<file path="config.mk">
export PLATFORM = sky130hd
export DESIGN_NAME = sscs_top
export DESIGN_NICKNAME = d
export VERILOG_FILES = /design/src/core/sscs_pkg.sv /design/src/core/sscs_top.sv
export SDC_FILE = /design/constraint.sdc
export NUM_CORES = 1
export LEC_CHECK = 0
export BUFFER_PORTS_ARGS = -buffer_cell sky130_fd_sc_hd__buf_2
export CORE_ASPECT_RATIO = 1.25
export CORE_MARGIN = 2
export CORE_UTILIZATION = 35
export DETAILED_ROUTE_END_ITERATION = 12
export GPL_ROUTABILITY_DRIVEN = 1
export MAX_ROUTING_LAYER = met4
export PLACE_DENSITY = 0.61
export SYNTH_ARGS = -nofsm -noshare
export SYNTH_HDL_FRONTEND = slang
export SYNTH_SLANG_ARGS = --single-unit
</file>
<file path="constraint.sdc">
create_clock -name aclk -period 2.24 [get_ports aclk]
set_input_delay 0.112 -clock aclk [delete_from_list [all_inputs] [get_ports aclk]]
set_output_delay 0.112 -clock aclk [all_outputs]
set_load 0.02 [all_outputs]
</file>
<file path="src/core/sscs_pkg.sv">
package sscs_pkg;

   // Register indices; byte address is four times the index
   localparam logic [7:0] IDX_MODE_TWO  = 8'hbd;
   localparam logic [7:0] IDX_PIN_MODE  = 8'hf8;
   localparam logic [7:0] IDX_CONTROL   = 8'hc0;
   localparam logic [7:0] IDX_TX_DATA   = 8'hc1;
   localparam logic [7:0] IDX_RX_STATUS = 8'hc2;
   localparam logic [7:0] IDX_PORT_DIR  = 8'hc3;

   // Reset values
   localparam logic [7:0] RST_MODE_TWO = 8'h00;
   localparam logic [7:0] RST_PIN_MODE = 8'h00;
   localparam logic [8:0] RST_CONTROL  = 9'h000;

   // serial_mode_two fields
   localparam int MT_WIRE_MODE  = 0;
   localparam int MT_SEL_OD     = 1;
   localparam int MT_DATA_OD    = 2;
   localparam int MT_CLK_OD     = 3;
   localparam int MT_SEL_FUNC   = 4;
   localparam int MT_CLK_SELECT = 6;
   localparam int MT_BIDIR      = 7;

   // pin_mode_select fields
   localparam int PM_DATA_ROUTE = 3;
   localparam int PM_FUNC_SW    = 7;
   localparam logic [7:0] PM_WRITE_MASK = 8'hf9;

   // control fields
   localparam int CT_RATE     = 0;
   localparam int CT_MASTER   = 3;
   localparam int CT_PHASE    = 4;
   localparam int CT_POLARITY = 5;
   localparam int CT_ORDER    = 6;
   localparam int CT_TX_EN    = 7;
   localparam int CT_RX_EN    = 8;

   // Chip select pin functions
   localparam logic [1:0] SEL_PORT  = 2'h0;
   localparam logic [1:0] SEL_INPUT = 2'h1;

   // Rates and transfer length
   localparam logic [2:0] RATE_FASTEST  = 3'h6;
   localparam logic [7:0] HALF_SLOWEST  = 8'h80;
   localparam logic [4:0] EDGES_PER_BYTE = 5'h10;

   // AXI responses
   localparam logic [1:0] RESP_OKAY   = 2'h0;
   localparam logic [1:0] RESP_SLVERR = 2'h2;

   typedef enum logic [1:0] {
      ST_IDLE = 2'b01,
      ST_RUN  = 2'b10
   } sscs_state_t;

   typedef struct packed {
      logic o;
      logic oe;
   } sscs_pad_t;

   // Sampled inputs: {si_b, si_a, so, cs, sck}
   typedef struct packed {
      logic si_b;
      logic si_a;
      logic so;
      logic cs;
      logic sck;
   } sscs_pins_t;

endpackage : sscs_pkg

</file>
<file path="src/core/sscs_top.sv">
`timescale 1ns/10ps
// Overview of operation
// - Mode bit: 0 synchronous, 1 four-wire bus
// - Select pin open drain or push-pull
// - Data output open drain or push-pull
// - Clock pin open drain or push-pull
// - Select field: port, input, output, output
// - Synchronous mode forces select pin to port
// - Select output acts as input before transfer
// - Bidirectional bit: separate or shared data pin
// - Bidirectional bit ignored in synchronous mode
// - Push-pull data forces data direction bits input
// - Function switch gives pins to other function
// - Reserved bit zero, bits 2:1 read zero
// - Seven internal divisions 1/256..1/4; rate 7 also gives 1/4
// - Master drives clock at selected rate
// - Slave takes clock from clock pin
// - Polarity, phase, mode jointly set sampling
// - Order bit: 1 LSB first, 0 MSB first
// - LSB first loads transmit data bit-reversed
module sscs_top (
   // Clock and reset
   input  wire logic              aclk,
   input  wire logic              aresetn,
   // AXI4-Lite write address
   input  wire logic [31:0]       s_axi_awaddr,
   input  wire logic              s_axi_awvalid,
   output logic                   s_axi_awready,
   // AXI4-Lite write data
   input  wire logic [31:0]       s_axi_wdata,
   input  wire logic [3:0]        s_axi_wstrb,
   input  wire logic              s_axi_wvalid,
   output logic                   s_axi_wready,
   // AXI4-Lite write response
   output logic [1:0]             s_axi_bresp,
   output logic                   s_axi_bvalid,
   input  wire logic              s_axi_bready,
   // AXI4-Lite read address
   input  wire logic [31:0]       s_axi_araddr,
   input  wire logic              s_axi_arvalid,
   output logic                   s_axi_arready,
   // AXI4-Lite read data
   output logic [31:0]            s_axi_rdata,
   output logic [1:0]             s_axi_rresp,
   output logic                   s_axi_rvalid,
   input  wire logic              s_axi_rready,
   // Pin inputs, asynchronous
   input  wire sscs_pkg::sscs_pins_t pins_i,
   // Pin drivers
   output sscs_pkg::sscs_pad_t    serial_clock_pin,
   output sscs_pkg::sscs_pad_t    chip_select_pin,
   output sscs_pkg::sscs_pad_t    serial_out_pin,
   output sscs_pkg::sscs_pad_t    serial_in_pin_a,
   output sscs_pkg::sscs_pad_t    serial_in_pin_b
);

   typedef struct packed {
      logic                  awready;
      logic                  wready;
      logic                  bvalid;
      logic [1:0]            bresp;
      logic                  arready;
      logic                  rvalid;
      logic [1:0]            rresp;
      logic [31:0]           rdata;
      logic                  have_aw;
      logic                  have_w;
      logic [7:0]            waddr;
      logic [31:0]           wdata;
      logic [3:0]            wstrb;
      logic [7:0]            serial_mode_two;
      logic [7:0]            pin_mode_select;
      logic [8:0]            control;
      logic [1:0]            port_dir;
      logic [7:0]            rx_data;
      sscs_pkg::sscs_pins_t  sy1;
      sscs_pkg::sscs_pins_t  sy2;
      sscs_pkg::sscs_pins_t  sy3;
      sscs_pkg::sscs_pins_t  filt;
      sscs_pkg::sscs_state_t state;
      logic [7:0]            transfer_shift_reg;
      logic                  hold_bit;
      logic                  out_bit;
      logic                  sck_lvl;
      logic [7:0]            div_cnt;
      logic [4:0]            edge_cnt;
      sscs_pkg::sscs_pad_t   clk_pad;
      sscs_pkg::sscs_pad_t   sel_pad;
      sscs_pkg::sscs_pad_t   so_pad;
      sscs_pkg::sscs_pad_t   si_a_pad;
      sscs_pkg::sscs_pad_t   si_b_pad;
   } sscs_regs_t;

   sscs_regs_t s_r;
   sscs_regs_t s_nxt;

   function automatic logic [7:0] reverse8(input logic [7:0] d);
      logic [7:0] r;
      for (int i = 0; i < 8; i++) begin
         r[i] = d[7-i];
      end
      return r;
   endfunction : reverse8

   // Open drain only ever pulls low; high is left to the pull-up
   function automatic sscs_pkg::sscs_pad_t pad(input logic drv, input logic val, input logic od);
      sscs_pkg::sscs_pad_t p;
      p.o  = od ? 1'b0 : val;
      p.oe = drv & (od ? ~val : 1'b1);
      return p;
   endfunction : pad

   // Half period in system clocks; rate 7 clamps to the fastest
   function automatic logic [7:0] half_period(input logic [2:0] rate);
      logic [2:0] r;
      r = (rate > sscs_pkg::RATE_FASTEST) ? sscs_pkg::RATE_FASTEST : rate;
      return sscs_pkg::HALF_SLOWEST >> r;
   endfunction : half_period

   logic       wire_mode;
   logic       bidir;
   logic [1:0] sel_func;
   logic       master;
   logic       phase;
   logic       polarity;
   logic       lsb_first;
   logic       unit_on;
   logic       swap;
   logic       rx_in;
   logic       selected;
   logic       edge_now;
   logic       leading;
   logic       tx_drive;
   logic       tx_on_si;
   logic [7:0] load_val;
   logic [7:0] shifted;
   logic [7:0] rd_val;
   logic       rd_ok;
   logic       wr_ok;

   always_comb begin
      s_nxt = s_r;

      wire_mode = s_r.serial_mode_two[sscs_pkg::MT_WIRE_MODE];
      bidir     = wire_mode & s_r.serial_mode_two[sscs_pkg::MT_BIDIR];
      sel_func  = wire_mode ? s_r.serial_mode_two[sscs_pkg::MT_SEL_FUNC +: 2]
                            : sscs_pkg::SEL_PORT;
      master    = s_r.control[sscs_pkg::CT_MASTER];
      phase     = s_r.control[sscs_pkg::CT_PHASE];
      polarity  = s_r.control[sscs_pkg::CT_POLARITY];
      lsb_first = s_r.control[sscs_pkg::CT_ORDER];
      unit_on   = ~s_r.pin_mode_select[sscs_pkg::PM_FUNC_SW];

      // Four-wire slave swaps the roles of the two data pins
      swap  = wire_mode & ~bidir & ~master;
      rx_in = (wire_mode & (bidir | ~master)) ? s_r.filt.so
            : (s_r.pin_mode_select[sscs_pkg::PM_DATA_ROUTE] ? s_r.filt.si_b : s_r.filt.si_a);
      tx_on_si = swap;

      // Input synchroniser: a change counts once stages two and three agree
      s_nxt.sy1  = pins_i;
      s_nxt.sy2  = s_r.sy1;
      s_nxt.sy3  = s_r.sy2;
      s_nxt.filt = (~(s_r.sy2 ^ s_r.sy3) & s_r.sy3) | ((s_r.sy2 ^ s_r.sy3) & s_r.filt);

      // AXI write channel
      if (s_r.bvalid && s_axi_bready) begin
         s_nxt.bvalid = 1'b0;
      end
      if (s_axi_awvalid && s_r.awready) begin
         s_nxt.have_aw = 1'b1;
         s_nxt.waddr   = s_axi_awaddr[9:2];
      end
      if (s_axi_wvalid && s_r.wready) begin
         s_nxt.have_w = 1'b1;
         s_nxt.wdata  = s_axi_wdata;
         s_nxt.wstrb  = s_axi_wstrb;
      end

      // Register read decode
      rd_ok  = 1'b1;
      rd_val = 8'h00;
      unique case (s_axi_araddr[9:2])
         sscs_pkg::IDX_MODE_TWO:  rd_val = s_r.serial_mode_two;
         sscs_pkg::IDX_PIN_MODE:  rd_val = s_r.pin_mode_select;
         sscs_pkg::IDX_CONTROL:   rd_val = s_r.control[7:0];
         sscs_pkg::IDX_TX_DATA:   rd_val = 8'h00;
         sscs_pkg::IDX_RX_STATUS: rd_val = s_r.rx_data;
         sscs_pkg::IDX_PORT_DIR:  rd_val = {6'h00, s_r.port_dir};
         default:                 rd_ok  = 1'b0;
      endcase
      if (s_r.rvalid && s_axi_rready) begin
         s_nxt.rvalid = 1'b0;
      end
      if (s_axi_arvalid && s_r.arready) begin
         s_nxt.rvalid = 1'b1;
         s_nxt.rresp  = rd_ok ? sscs_pkg::RESP_OKAY : sscs_pkg::RESP_SLVERR;
         s_nxt.rdata  = 32'h00000000;
         if (s_axi_araddr[9:2] == sscs_pkg::IDX_CONTROL) begin
            s_nxt.rdata[8:0] = s_r.control;
         end else if (s_axi_araddr[9:2] == sscs_pkg::IDX_RX_STATUS) begin
            s_nxt.rdata[8:0] = {s_r.state == sscs_pkg::ST_RUN, rd_val};
         end else begin
            s_nxt.rdata[7:0] = rd_val;
         end
      end

      // Transfer engine
      load_val = lsb_first ? reverse8(s_r.wdata[7:0]) : s_r.wdata[7:0];
      selected = (sel_func == sscs_pkg::SEL_INPUT) ? ~s_r.filt.cs : 1'b1;
      edge_now = 1'b0;
      leading  = 1'b0;
      if (s_r.state == sscs_pkg::ST_RUN) begin
         if (s_r.edge_cnt == sscs_pkg::EDGES_PER_BYTE) begin
            s_nxt.state = sscs_pkg::ST_IDLE;
         end else if (master) begin
            // Internal divider sets the rate
            if (s_r.div_cnt == half_period(s_r.control[sscs_pkg::CT_RATE +: 3]) - 8'h01) begin
               s_nxt.div_cnt = 8'h00;
               s_nxt.sck_lvl = ~s_r.sck_lvl;
               edge_now      = 1'b1;
               leading       = ~s_r.edge_cnt[0];
            end else begin
               s_nxt.div_cnt = s_r.div_cnt + 8'h01;
            end
         end else if (s_r.filt.sck != s_r.sy3.sck && s_r.sy2.sck == s_r.sy3.sck && selected) begin
            // Slave clocks on agreed pin changes only
            edge_now      = 1'b1;
            leading       = (s_r.sy3.sck != polarity);
         end
      end

      shifted = {s_r.transfer_shift_reg[6:0], phase ? rx_in : s_r.hold_bit};
      if (edge_now) begin
         // Phase 0 samples on the leading edge, phase 1 on the trailing
         if (leading) begin
            if (phase) begin
               s_nxt.out_bit = s_r.transfer_shift_reg[7];
            end else begin
               s_nxt.hold_bit = rx_in;
            end
         end else begin
            s_nxt.transfer_shift_reg = shifted;
            if (!phase) begin
               s_nxt.out_bit = s_r.transfer_shift_reg[6];
            end
         end
         s_nxt.edge_cnt = s_r.edge_cnt + 5'h01;
         if (s_r.edge_cnt == sscs_pkg::EDGES_PER_BYTE - 5'h01) begin
            s_nxt.rx_data = lsb_first ? reverse8(shifted) : shifted;
         end
      end

      // Register write
      wr_ok = 1'b0;
      if (s_nxt.have_aw && s_nxt.have_w && !s_r.bvalid) begin
         wr_ok         = 1'b1;
         s_nxt.have_aw = 1'b0;
         s_nxt.have_w  = 1'b0;
         s_nxt.bvalid  = 1'b1;
         s_nxt.bresp   = sscs_pkg::RESP_OKAY;
         unique case (s_nxt.waddr)
            sscs_pkg::IDX_MODE_TWO: begin
               if (s_nxt.wstrb[0]) begin
                  s_nxt.serial_mode_two = s_nxt.wdata[7:0];
               end
            end
            sscs_pkg::IDX_PIN_MODE: begin
               if (s_nxt.wstrb[0]) begin
                  s_nxt.pin_mode_select = s_nxt.wdata[7:0] & sscs_pkg::PM_WRITE_MASK;
               end
            end
            sscs_pkg::IDX_CONTROL: begin
               if (s_nxt.wstrb[0]) begin
                  s_nxt.control[7:0] = s_nxt.wdata[7:0];
               end
               if (s_nxt.wstrb[1]) begin
                  s_nxt.control[8] = s_nxt.wdata[8];
               end
            end
            sscs_pkg::IDX_TX_DATA: begin
               // Ignored while a byte is in flight or the unit is off
               if (s_nxt.wstrb[0] && s_r.state == sscs_pkg::ST_IDLE && unit_on &&
                   (s_r.control[sscs_pkg::CT_TX_EN] || s_r.control[sscs_pkg::CT_RX_EN])) begin
                  s_nxt.transfer_shift_reg = lsb_first ? reverse8(s_nxt.wdata[7:0])
                                                       : s_nxt.wdata[7:0];
                  s_nxt.out_bit  = lsb_first ? s_nxt.wdata[0] : s_nxt.wdata[7];
                  s_nxt.state    = sscs_pkg::ST_RUN;
                  s_nxt.edge_cnt = 5'h00;
                  s_nxt.div_cnt  = 8'h00;
                  s_nxt.sck_lvl  = polarity;
               end
            end
            sscs_pkg::IDX_PORT_DIR: begin
               if (s_nxt.wstrb[0]) begin
                  s_nxt.port_dir = s_nxt.wdata[1:0];
               end
            end
            sscs_pkg::IDX_RX_STATUS: ;
            default: s_nxt.bresp = sscs_pkg::RESP_SLVERR;
         endcase
      end

      // Push-pull data holds both data direction bits at input
      if (!s_nxt.serial_mode_two[sscs_pkg::MT_DATA_OD]) begin
         s_nxt.port_dir = 2'h0;
      end

      // Idle clock level follows polarity between transfers
      if (s_nxt.state == sscs_pkg::ST_IDLE) begin
         s_nxt.sck_lvl = s_nxt.control[sscs_pkg::CT_POLARITY];
      end

      s_nxt.awready = ~s_nxt.have_aw & ~s_nxt.bvalid;
      s_nxt.wready  = ~s_nxt.have_w & ~s_nxt.bvalid;
      s_nxt.arready = ~s_nxt.rvalid;

      // Pad drivers, registered so every pin comes from a flip-flop
      s_nxt.clk_pad = pad(unit_on & master &
                          s_r.serial_mode_two[sscs_pkg::MT_CLK_SELECT],
                          s_r.sck_lvl, s_r.serial_mode_two[sscs_pkg::MT_CLK_OD]);
      // Select output is only driven while a master transfer runs
      s_nxt.sel_pad = pad(unit_on & master & sel_func[1] & (s_r.state == sscs_pkg::ST_RUN),
                          1'b0, s_r.serial_mode_two[sscs_pkg::MT_SEL_OD]);
      // Shared pin turns around on receive enable
      tx_drive = unit_on & s_r.control[sscs_pkg::CT_TX_EN] &
                 ~(bidir & s_r.control[sscs_pkg::CT_RX_EN]);
      s_nxt.so_pad   = pad(tx_drive & ~tx_on_si, s_r.out_bit,
                           s_r.serial_mode_two[sscs_pkg::MT_DATA_OD]);
      s_nxt.si_a_pad = pad(tx_drive & tx_on_si & ~s_r.pin_mode_select[sscs_pkg::PM_DATA_ROUTE],
                           s_r.out_bit, s_r.serial_mode_two[sscs_pkg::MT_DATA_OD]);
      s_nxt.si_b_pad = pad(tx_drive & tx_on_si & s_r.pin_mode_select[sscs_pkg::PM_DATA_ROUTE],
                           s_r.out_bit, s_r.serial_mode_two[sscs_pkg::MT_DATA_OD]);
   end

   always_ff @(posedge aclk) begin
      if (!aresetn) begin
         s_r                 <= '0;
         s_r.serial_mode_two <= sscs_pkg::RST_MODE_TWO;
         s_r.pin_mode_select <= sscs_pkg::RST_PIN_MODE;
         s_r.control         <= sscs_pkg::RST_CONTROL;
         s_r.state           <= sscs_pkg::ST_IDLE;
      end else begin
         s_r <= s_nxt;
      end
   end

   assign s_axi_awready    = s_r.awready;
   assign s_axi_wready     = s_r.wready;
   assign s_axi_bvalid     = s_r.bvalid;
   assign s_axi_bresp      = s_r.bresp;
   assign s_axi_arready    = s_r.arready;
   assign s_axi_rvalid     = s_r.rvalid;
   assign s_axi_rresp      = s_r.rresp;
   assign s_axi_rdata      = s_r.rdata;
   assign serial_clock_pin = s_r.clk_pad;
   assign chip_select_pin  = s_r.sel_pad;
   assign serial_out_pin   = s_r.so_pad;
   assign serial_in_pin_a  = s_r.si_a_pad;
   assign serial_in_pin_b  = s_r.si_b_pad;

endmodule : sscs_top

</file>
==> metrics.txt, run 1 <==
outcome finished, violations left; failing checks setup timing; ys async rst share 0%; uppermost layer routed met4; Setup crit end kind register; max_slew headroom a little under three fifths; largest net degree at the start of global routing 39; antenna violations before repair 0; Longest Clk Path Bufs 2; met1 wire length approximately 7000 um; drt pass-1 iters 7; crit-path max FO 8; CP Data Required Time 2550 ps; leading area contributor after synthesis dfxtp_1; via/cell ratio between 5 and 6; post-synthesis cell count 709; clk sinks 123; std cell rows between 50 and 60; TritonCTS Buffers 17; Hold Startpoint s_axi_wdata[4]; CTS H-tree depth 4; setup violators final 24; routed via count 5344; DRT iter0 DRCs ~350; Main synth FF type dfxtp_1; post-route antenna net violation count 0; Total GRT Usage about 18%; post-layout min period approximately 2500 ps; Die Footprint 18200 um^2; Final Hold Fails 0; Max Cap Viol 0; gr ovfl total 0; Worst Skew about 9.0 ps; register bit total from synthesis 123; Slew @ Worst Pin approximately 670 ps; Final GP Congestion approximately 0.90; final WL ~16000 um; Avg Cell Area, Syn between 8 and 9 um^2; Die H between 150 and 200 um; Place WS -236 ps; f_max 0.406 GHz; met2 wire len between 7000 and 8000 um; final net count ~920; area added between synthesis and finish 25.7%; synth top area cells dfxtp_1 41%, buf_4 5.9%, nand2_1 4.8%; area of the mapped netlist roughly 6000 um^2; RR Endpoint s_r[58]; max-slew violations 0; layout cells sized above 1 25.6%; Worst Hold End s_r[99]; worst reg-to-reg setup slack -220 ps; port bufs 63; Final period util 110%; clock latency on the worst-skew pair 420 ps; Worst Setup Start Kind register; Reg2Reg Depth 11; Post-DP HPWL ~11000 um; Peak VDD IR between 0.0004 and 0.0005 V; yosys warns 0; CTS tree yes; Fin Setup TNS -3810 ps; Die Wd 121 um; # DRC 0; crit path DAT between 2000 and 3000 ps; Leak roughly 3.0 nW; final worst slack -222 ps; PwrDens 709 nW/um^2; met3 routed WL between 700 and 800 um; cell depth of the worst hold path 3; kind of critical path register to register; first-pass GRT wire length 25100 um; Initial Util a little over a third; Post-synth EDFFs 0; # IOs roughly 160; distinct cell type count after synthesis 67; post-DR wirelength/cell around 15 um; vias in the first global route approximately 5000; Reg clk slew, reported paths around 60 ps; Core ar. 16800 um^2; Worst Hold Class primary input to register; Root Driver clkbuf_16; RSZ-0062 raised after global routing true; PnR Total Power 5.35 mW; post-synth top area share 41.0%; fillers around 1700; FF-to-FF Start s_r[66]; ant diodes 0; Seq/Total Area, Yosys ~41%
==> cells in the mapped netlist (3+ instances only) <==
master,n
dfxtp_1,123
nand2_1,76
nor2_1,62
a21oi_1,52
buf_4,47
o21ai_0,35
clkbuf_1,31
mux2i_1,26
nand3_1,24
and2_1,22
nor3_1,20
mux2_2,16
inv_1,15
a31oi_1,14
o211ai_1,12
nand2b_1,11
a211oi_1,9
and3_1,9
or3_1,8
nand4_1,6
a222oi_1,5
ha_1,5
nor4_1,5
buf_6,4
nand4b_1,4
nor2b_1,4
a221oi_1,3
a22oi_1,3
o2111ai_1,3
o21ai_2,3
or4_1,3
==> routing by layer <==
layer / track usage, % / up-vias
met4: 7.50 / 0
met2: 29.1 / 145
li1: - / 2648
met5: - / -
met3: 3.86 / 25
met1: 22.0 / 2526
==> repair_timing <==
| item | in CTS | in global routing |
|---|---|---|
| gates resized for setup | 14 | 25 |
| setup endpoints to repair | 30 | 40 |
| endpoints found under the hold margin | 16 | 0 |
| hold buffers | 16 | 0 |
| pin swaps | 6 | 22 |
| buffers inserted | 3 | 1 |
==> kinds of logic (layout without fill, tap and decap cells) <==
logic type | Yosys count | in the layout | synth area share [%]
fa+ha+maj | 5 | 5 | 1.04
flops | 123 | 123 | 41.0
mux | 42 | 42 | 7.34
compound gates | 163 | 163 | 17.6
simple gates | 269 | 269 | 22.3
buf+inv | 101 | 186 | 9.80
other cells | 1 | 26 | 0.0625
xor+xnor | 5 | 5 | 0.855
==> flip-flops by register name, summed over array words and instances (netlist names), 2 cells and up, named ones only <==
name              flops
serial_clock_pin      2
s_axi_rdata           9
s_r                  81
serial_in_pin_b       2
s_nxt                10
==> stage by stage <==
step | hold WS [ps] | area, um^2 | utilization, % | instances
finish | 30.6 | 7540 | 45.0 | 1039
global placement | 322 | 6590 | 39.3 | 987
detailed placement | 322 | 6590 | 39.3 | 987
global route | 61.7 | 7540 | 45.0 | 1039
CTS | 31.7 | 7430 | 44.3 | 1038
floorplan | 239 | 6110 | - | 734
==> how the worst max path moves through the flow <==
| stage | startpoint | depth (start not counted) | to |
|---|---|---|---|
| detailed placement | s_r[66] | 9 | s_r[58] |
| finish | s_r[66] | 11 | s_r[58] |
| floorplan | s_r[68] | 12 | s_r[30] |
| global route | s_r[66] | 10 | s_r[13] |
| global placement | s_r[66] | 9 | s_r[59] |
| CTS | s_r[66] | 10 | s_r[13] |
==> layout make-up <==
| cell class | count | area (um^2) | share of cell area [%] |
|---|---|---|---|
| Timing Repair Buffer | 138 | 966 | 12.8 |
| Clock inverter | 13 | 128 | 1.69 |
| Tap cell | 220 | 275 | 3.65 |
| Clock buffer | 19 | 433 | 5.74 |
| Inverter | 16 | 62.6 | 0.829 |
| Multi-Input combinational cell | 510 | 3210 | 42.6 |
| Sequential cell | 123 | 2460 | 32.7 |
==> power by group <==
part	total (mW)	switching, mW	internal, mW
logic	0.449	0.268	0.181
clock network	2.61	0.992	1.62
registers	2.29	0.0404	2.25
==> cell usage in the layout (no fill, tap or decap), types with 8 or more instances in the layout <==
master	synthesis	routed
buf_4	47	51
nand2_1	76	73
conb_1	1	26
mux2_2	16	16
buf_2	2	63
a21oi_1	52	50
nand3_1	24	14
nor3_1	20	20
and3_1	9	9
o211ai_1	12	12
nand2b_1	11	10
mux2i_1	26	25
clkbuf_16	0	17
o21ai_0	35	34
a31oi_1	14	14
inv_1	15	13
a211oi_1	9	8
and2_1	22	22
dfxtp_1	123	121
nor2_1	62	61
nand3_2	0	9
dlygate4sd3_1	0	16
==> critical path: stages, from the launching register on <==
cell and delay (ps):
dfxtp_2 330, inv_2 40, or3_4 400, ha_4 170, or4_4 430, o21ai_4 90, xnor2_2 150, and4_4 290
buf_4 130, o21ai_4 50, buf_12 150, mux2i_2 140
(Power assumes the default switching activity.)
==> run 2: changes to the inputs <==
- CORE_UTILIZATION: 35 -> 48
- PLACE_DENSITY: 0.61 -> 0.79
- SETUP_SLACK_MARGIN: unset -> 0.02
==> run 2 against run 1 <==
  * Combinational power is 4% lower
  * Sequential share of layout area is 0.76 points higher
  * Clock power hardly changed
  * Register-to-register slack better by 60 ps
  * Worst hold slack worse by 15 ps
  * Final cell count is 6.5% lower
  * Non-clock buffer count is 12 lower
  * Largest cell class unchanged
  * Highest routed layer unchanged
  * The run still ends with setup timing left
==> metrics.txt, run 2 (synthesis results as in run 1) <==
outcome finished, violations left; failing checks setup timing; crit-path max cell delay 440 ps; Total GRT Usage 22.7%; Final Hold Fails 0; port bufs 63; max_slew headroom around three fifths; Leak between 3 and 4 nW; final net count around 910; commonest non-fill, non-tap cell in the layout dfxtp_1; post-layout min period about 2400 ps; DRT iter0 DRCs 480; Die Footprint 13400 um^2; Worst Hold Class primary input to register; Net Sw Frac between 20% and 30%; Comb pwr share ~8.0%; Clock Power Share 49.2%; worst path cell trace inv_2 -> or3_4 -> ha_4 -> or4_4 -> o21ai_4 -> xnor2_2 -> and4_4 -> buf_12 -> or3b_1 -> a31oi_1; routed via count roughly 5400; Root Driver clkbuf_16; Core ar. 12200 um^2; number of flip-flops in the largest register about 80; RSZ-0062 raised after global routing true; post-DR wirelength/cell 15.3 um; first-pass GRT wire length approximately 24000 um; Worst Setup Start Kind register; layout cells sized above 1 a little under a quarter; # DRC 0; cell depth of the worst hold path 3; Post-DP HPWL ~10000 um; internal power a little over 4 mW; Reg clk slew, reported paths roughly 60 ps; Place WS -230 ps; # IOs approximately 160; buffers plus inverters on the worst setup path 2; Longest Clk Path Bufs 2; gr ovfl total 0; crit-path leading delay family simple AND/OR/NAND/NOR gates; part of the power in registers a little over two fifths; Worst Skew roughly 7 ps; via/cell ratio ~5.6; Setup crit end kind register; largest net degree at the start of global routing 66; Die H roughly 130 um; Reg2Reg Depth 10; Peak VDD IR 0.000490 V; Slew @ Worst Pin 611 ps; final worst slack -162 ps; CTS H-tree depth 4; PnR Total Power around 5.4 mW; slowest stage cell on the critical path or4_4; placed cells 922; drt pass-1 iters 8; area added between synthesis and finish 22.9%; post-route antenna net violation count 0; TritonCTS Buffers 17; commonest cells after routing, fill and taps aside 120 x dfxtp_1, 76 x nand2_1, 63 x buf_2; crit path DAT between 2000 and 3000 ps; crit-path max FO 11; Max Cap Viol 0; NetSw about 1.3 mW; fillers 1024; Post-Layout Cell Count slightly below 1000; Fin Setup TNS -2340 ps; clk sinks roughly 120; f_max ~0.42 GHz; PwrDens roughly 730 nW/um^2; logic depth of the worst path, buffers included 10; Final period util 107%; std cell rows between 40 and 50; Initial Util roughly 49%; area post-placement 6470 um^2; final WL ~15000 um; ant diodes 0; Top reg by flops s_r; vias in the first global route about 4900; max-slew violations 0; design area around 7400 um^2; CP Data Required Time 2580 ps; Die Wd about 100 um; setup violators final 24; kind of critical path register to register; CTS tree yes; Final GP Congestion ~0.92; antenna violations before repair 0; clock latency on the worst-skew pair between 400 and 500 ps
[run 2: cell types whose count changed in the layout (fill, tap and decap cells not counted), moves of 2 or more]
cell	before	now
buf_4	51	41
buf_6	6	4
clkbuf_8	0	3
clkinv_2	6	1
inv_6	0	4
nand2_1	73	76
nand2_2	3	0
nand3_1	14	21
nand3_2	9	2
[run 2: final cells by class]
cell class / count / area [um^2] / area share [%]
clock inverter: 11 / 109 / 1.48
sequential: 123 / 2470 / 33.4
timing repair buffer: 126 / 878 / 11.9
tap: 164 / 205 / 2.78
inverter: 16 / 62.6 / 0.848
clock buffer: 21 / 470 / 6.38
multi-input combinational: 510 / 3180 / 43.2
[run 2: timing repair]
item / in CTS / in global routing
setup endpoints to repair: 30 / 40
hold endpoints to repair: 15 / 0
buffers inserted: 2 / 2
pin swaps: 13 / 9
hold buffers: 15 / 0
resized for setup: 12 / 19
[run 2: metal layers]
metal  vias to the layer above  global-route usage [%]  part of all wire, %
met4                         0                    10.7                  3.4
li1                       2624                       -                    -
met5                         -                       -                    0
met2                       225                    37.3                   49
met1                      2552                    26.7                   41
met3                        40                    5.08                  6.3
[run 2: worst reg2reg max path: cells and delay by family (launching register included)]
family	cells	cell delay [ps]
flip-flops	1	330
AO/OA/AOI/OAI	2	210
AND/OR/NAND/NOR	4	1350
adder cells (fa/ha/maj)	1	170
XOR/XNOR	1	90
buffers and inverters	2	190
[run 2: final timing paths]
kind                startpoint            to  slack [ps]
hold / removal    s_axi_bready  s_axi_bvalid          20
hold reg to reg      s_nxt[47]     s_nxt[42]         430
setup reg to reg       s_r[66]       s_r[24]        -160
setup / recovery       s_r[66]       s_r[24]        -160
[run 2: metrics by stage]
step	hold slack, ps	util (%)
2_1_floorplan	239	-
3_3_place_gp	321	53.2
3_5_place_dp	323	53.2
4_1_cts	6.59	59.9
5_1_grt	36.5	60.6
6_report	15.2	60.6
[run 2: power groups by stage]
stage          sequential (mW)  combinational, mW  clock (mW)
2_1_floorplan             2.33              0.312           0
3_3_place_gp              2.33              0.393           0
3_5_place_dp              2.34              0.398           0
4_1_cts                   2.29              0.421        2.66
5_1_grt                   2.30              0.472        2.78
6_report                  2.29              0.430        2.64
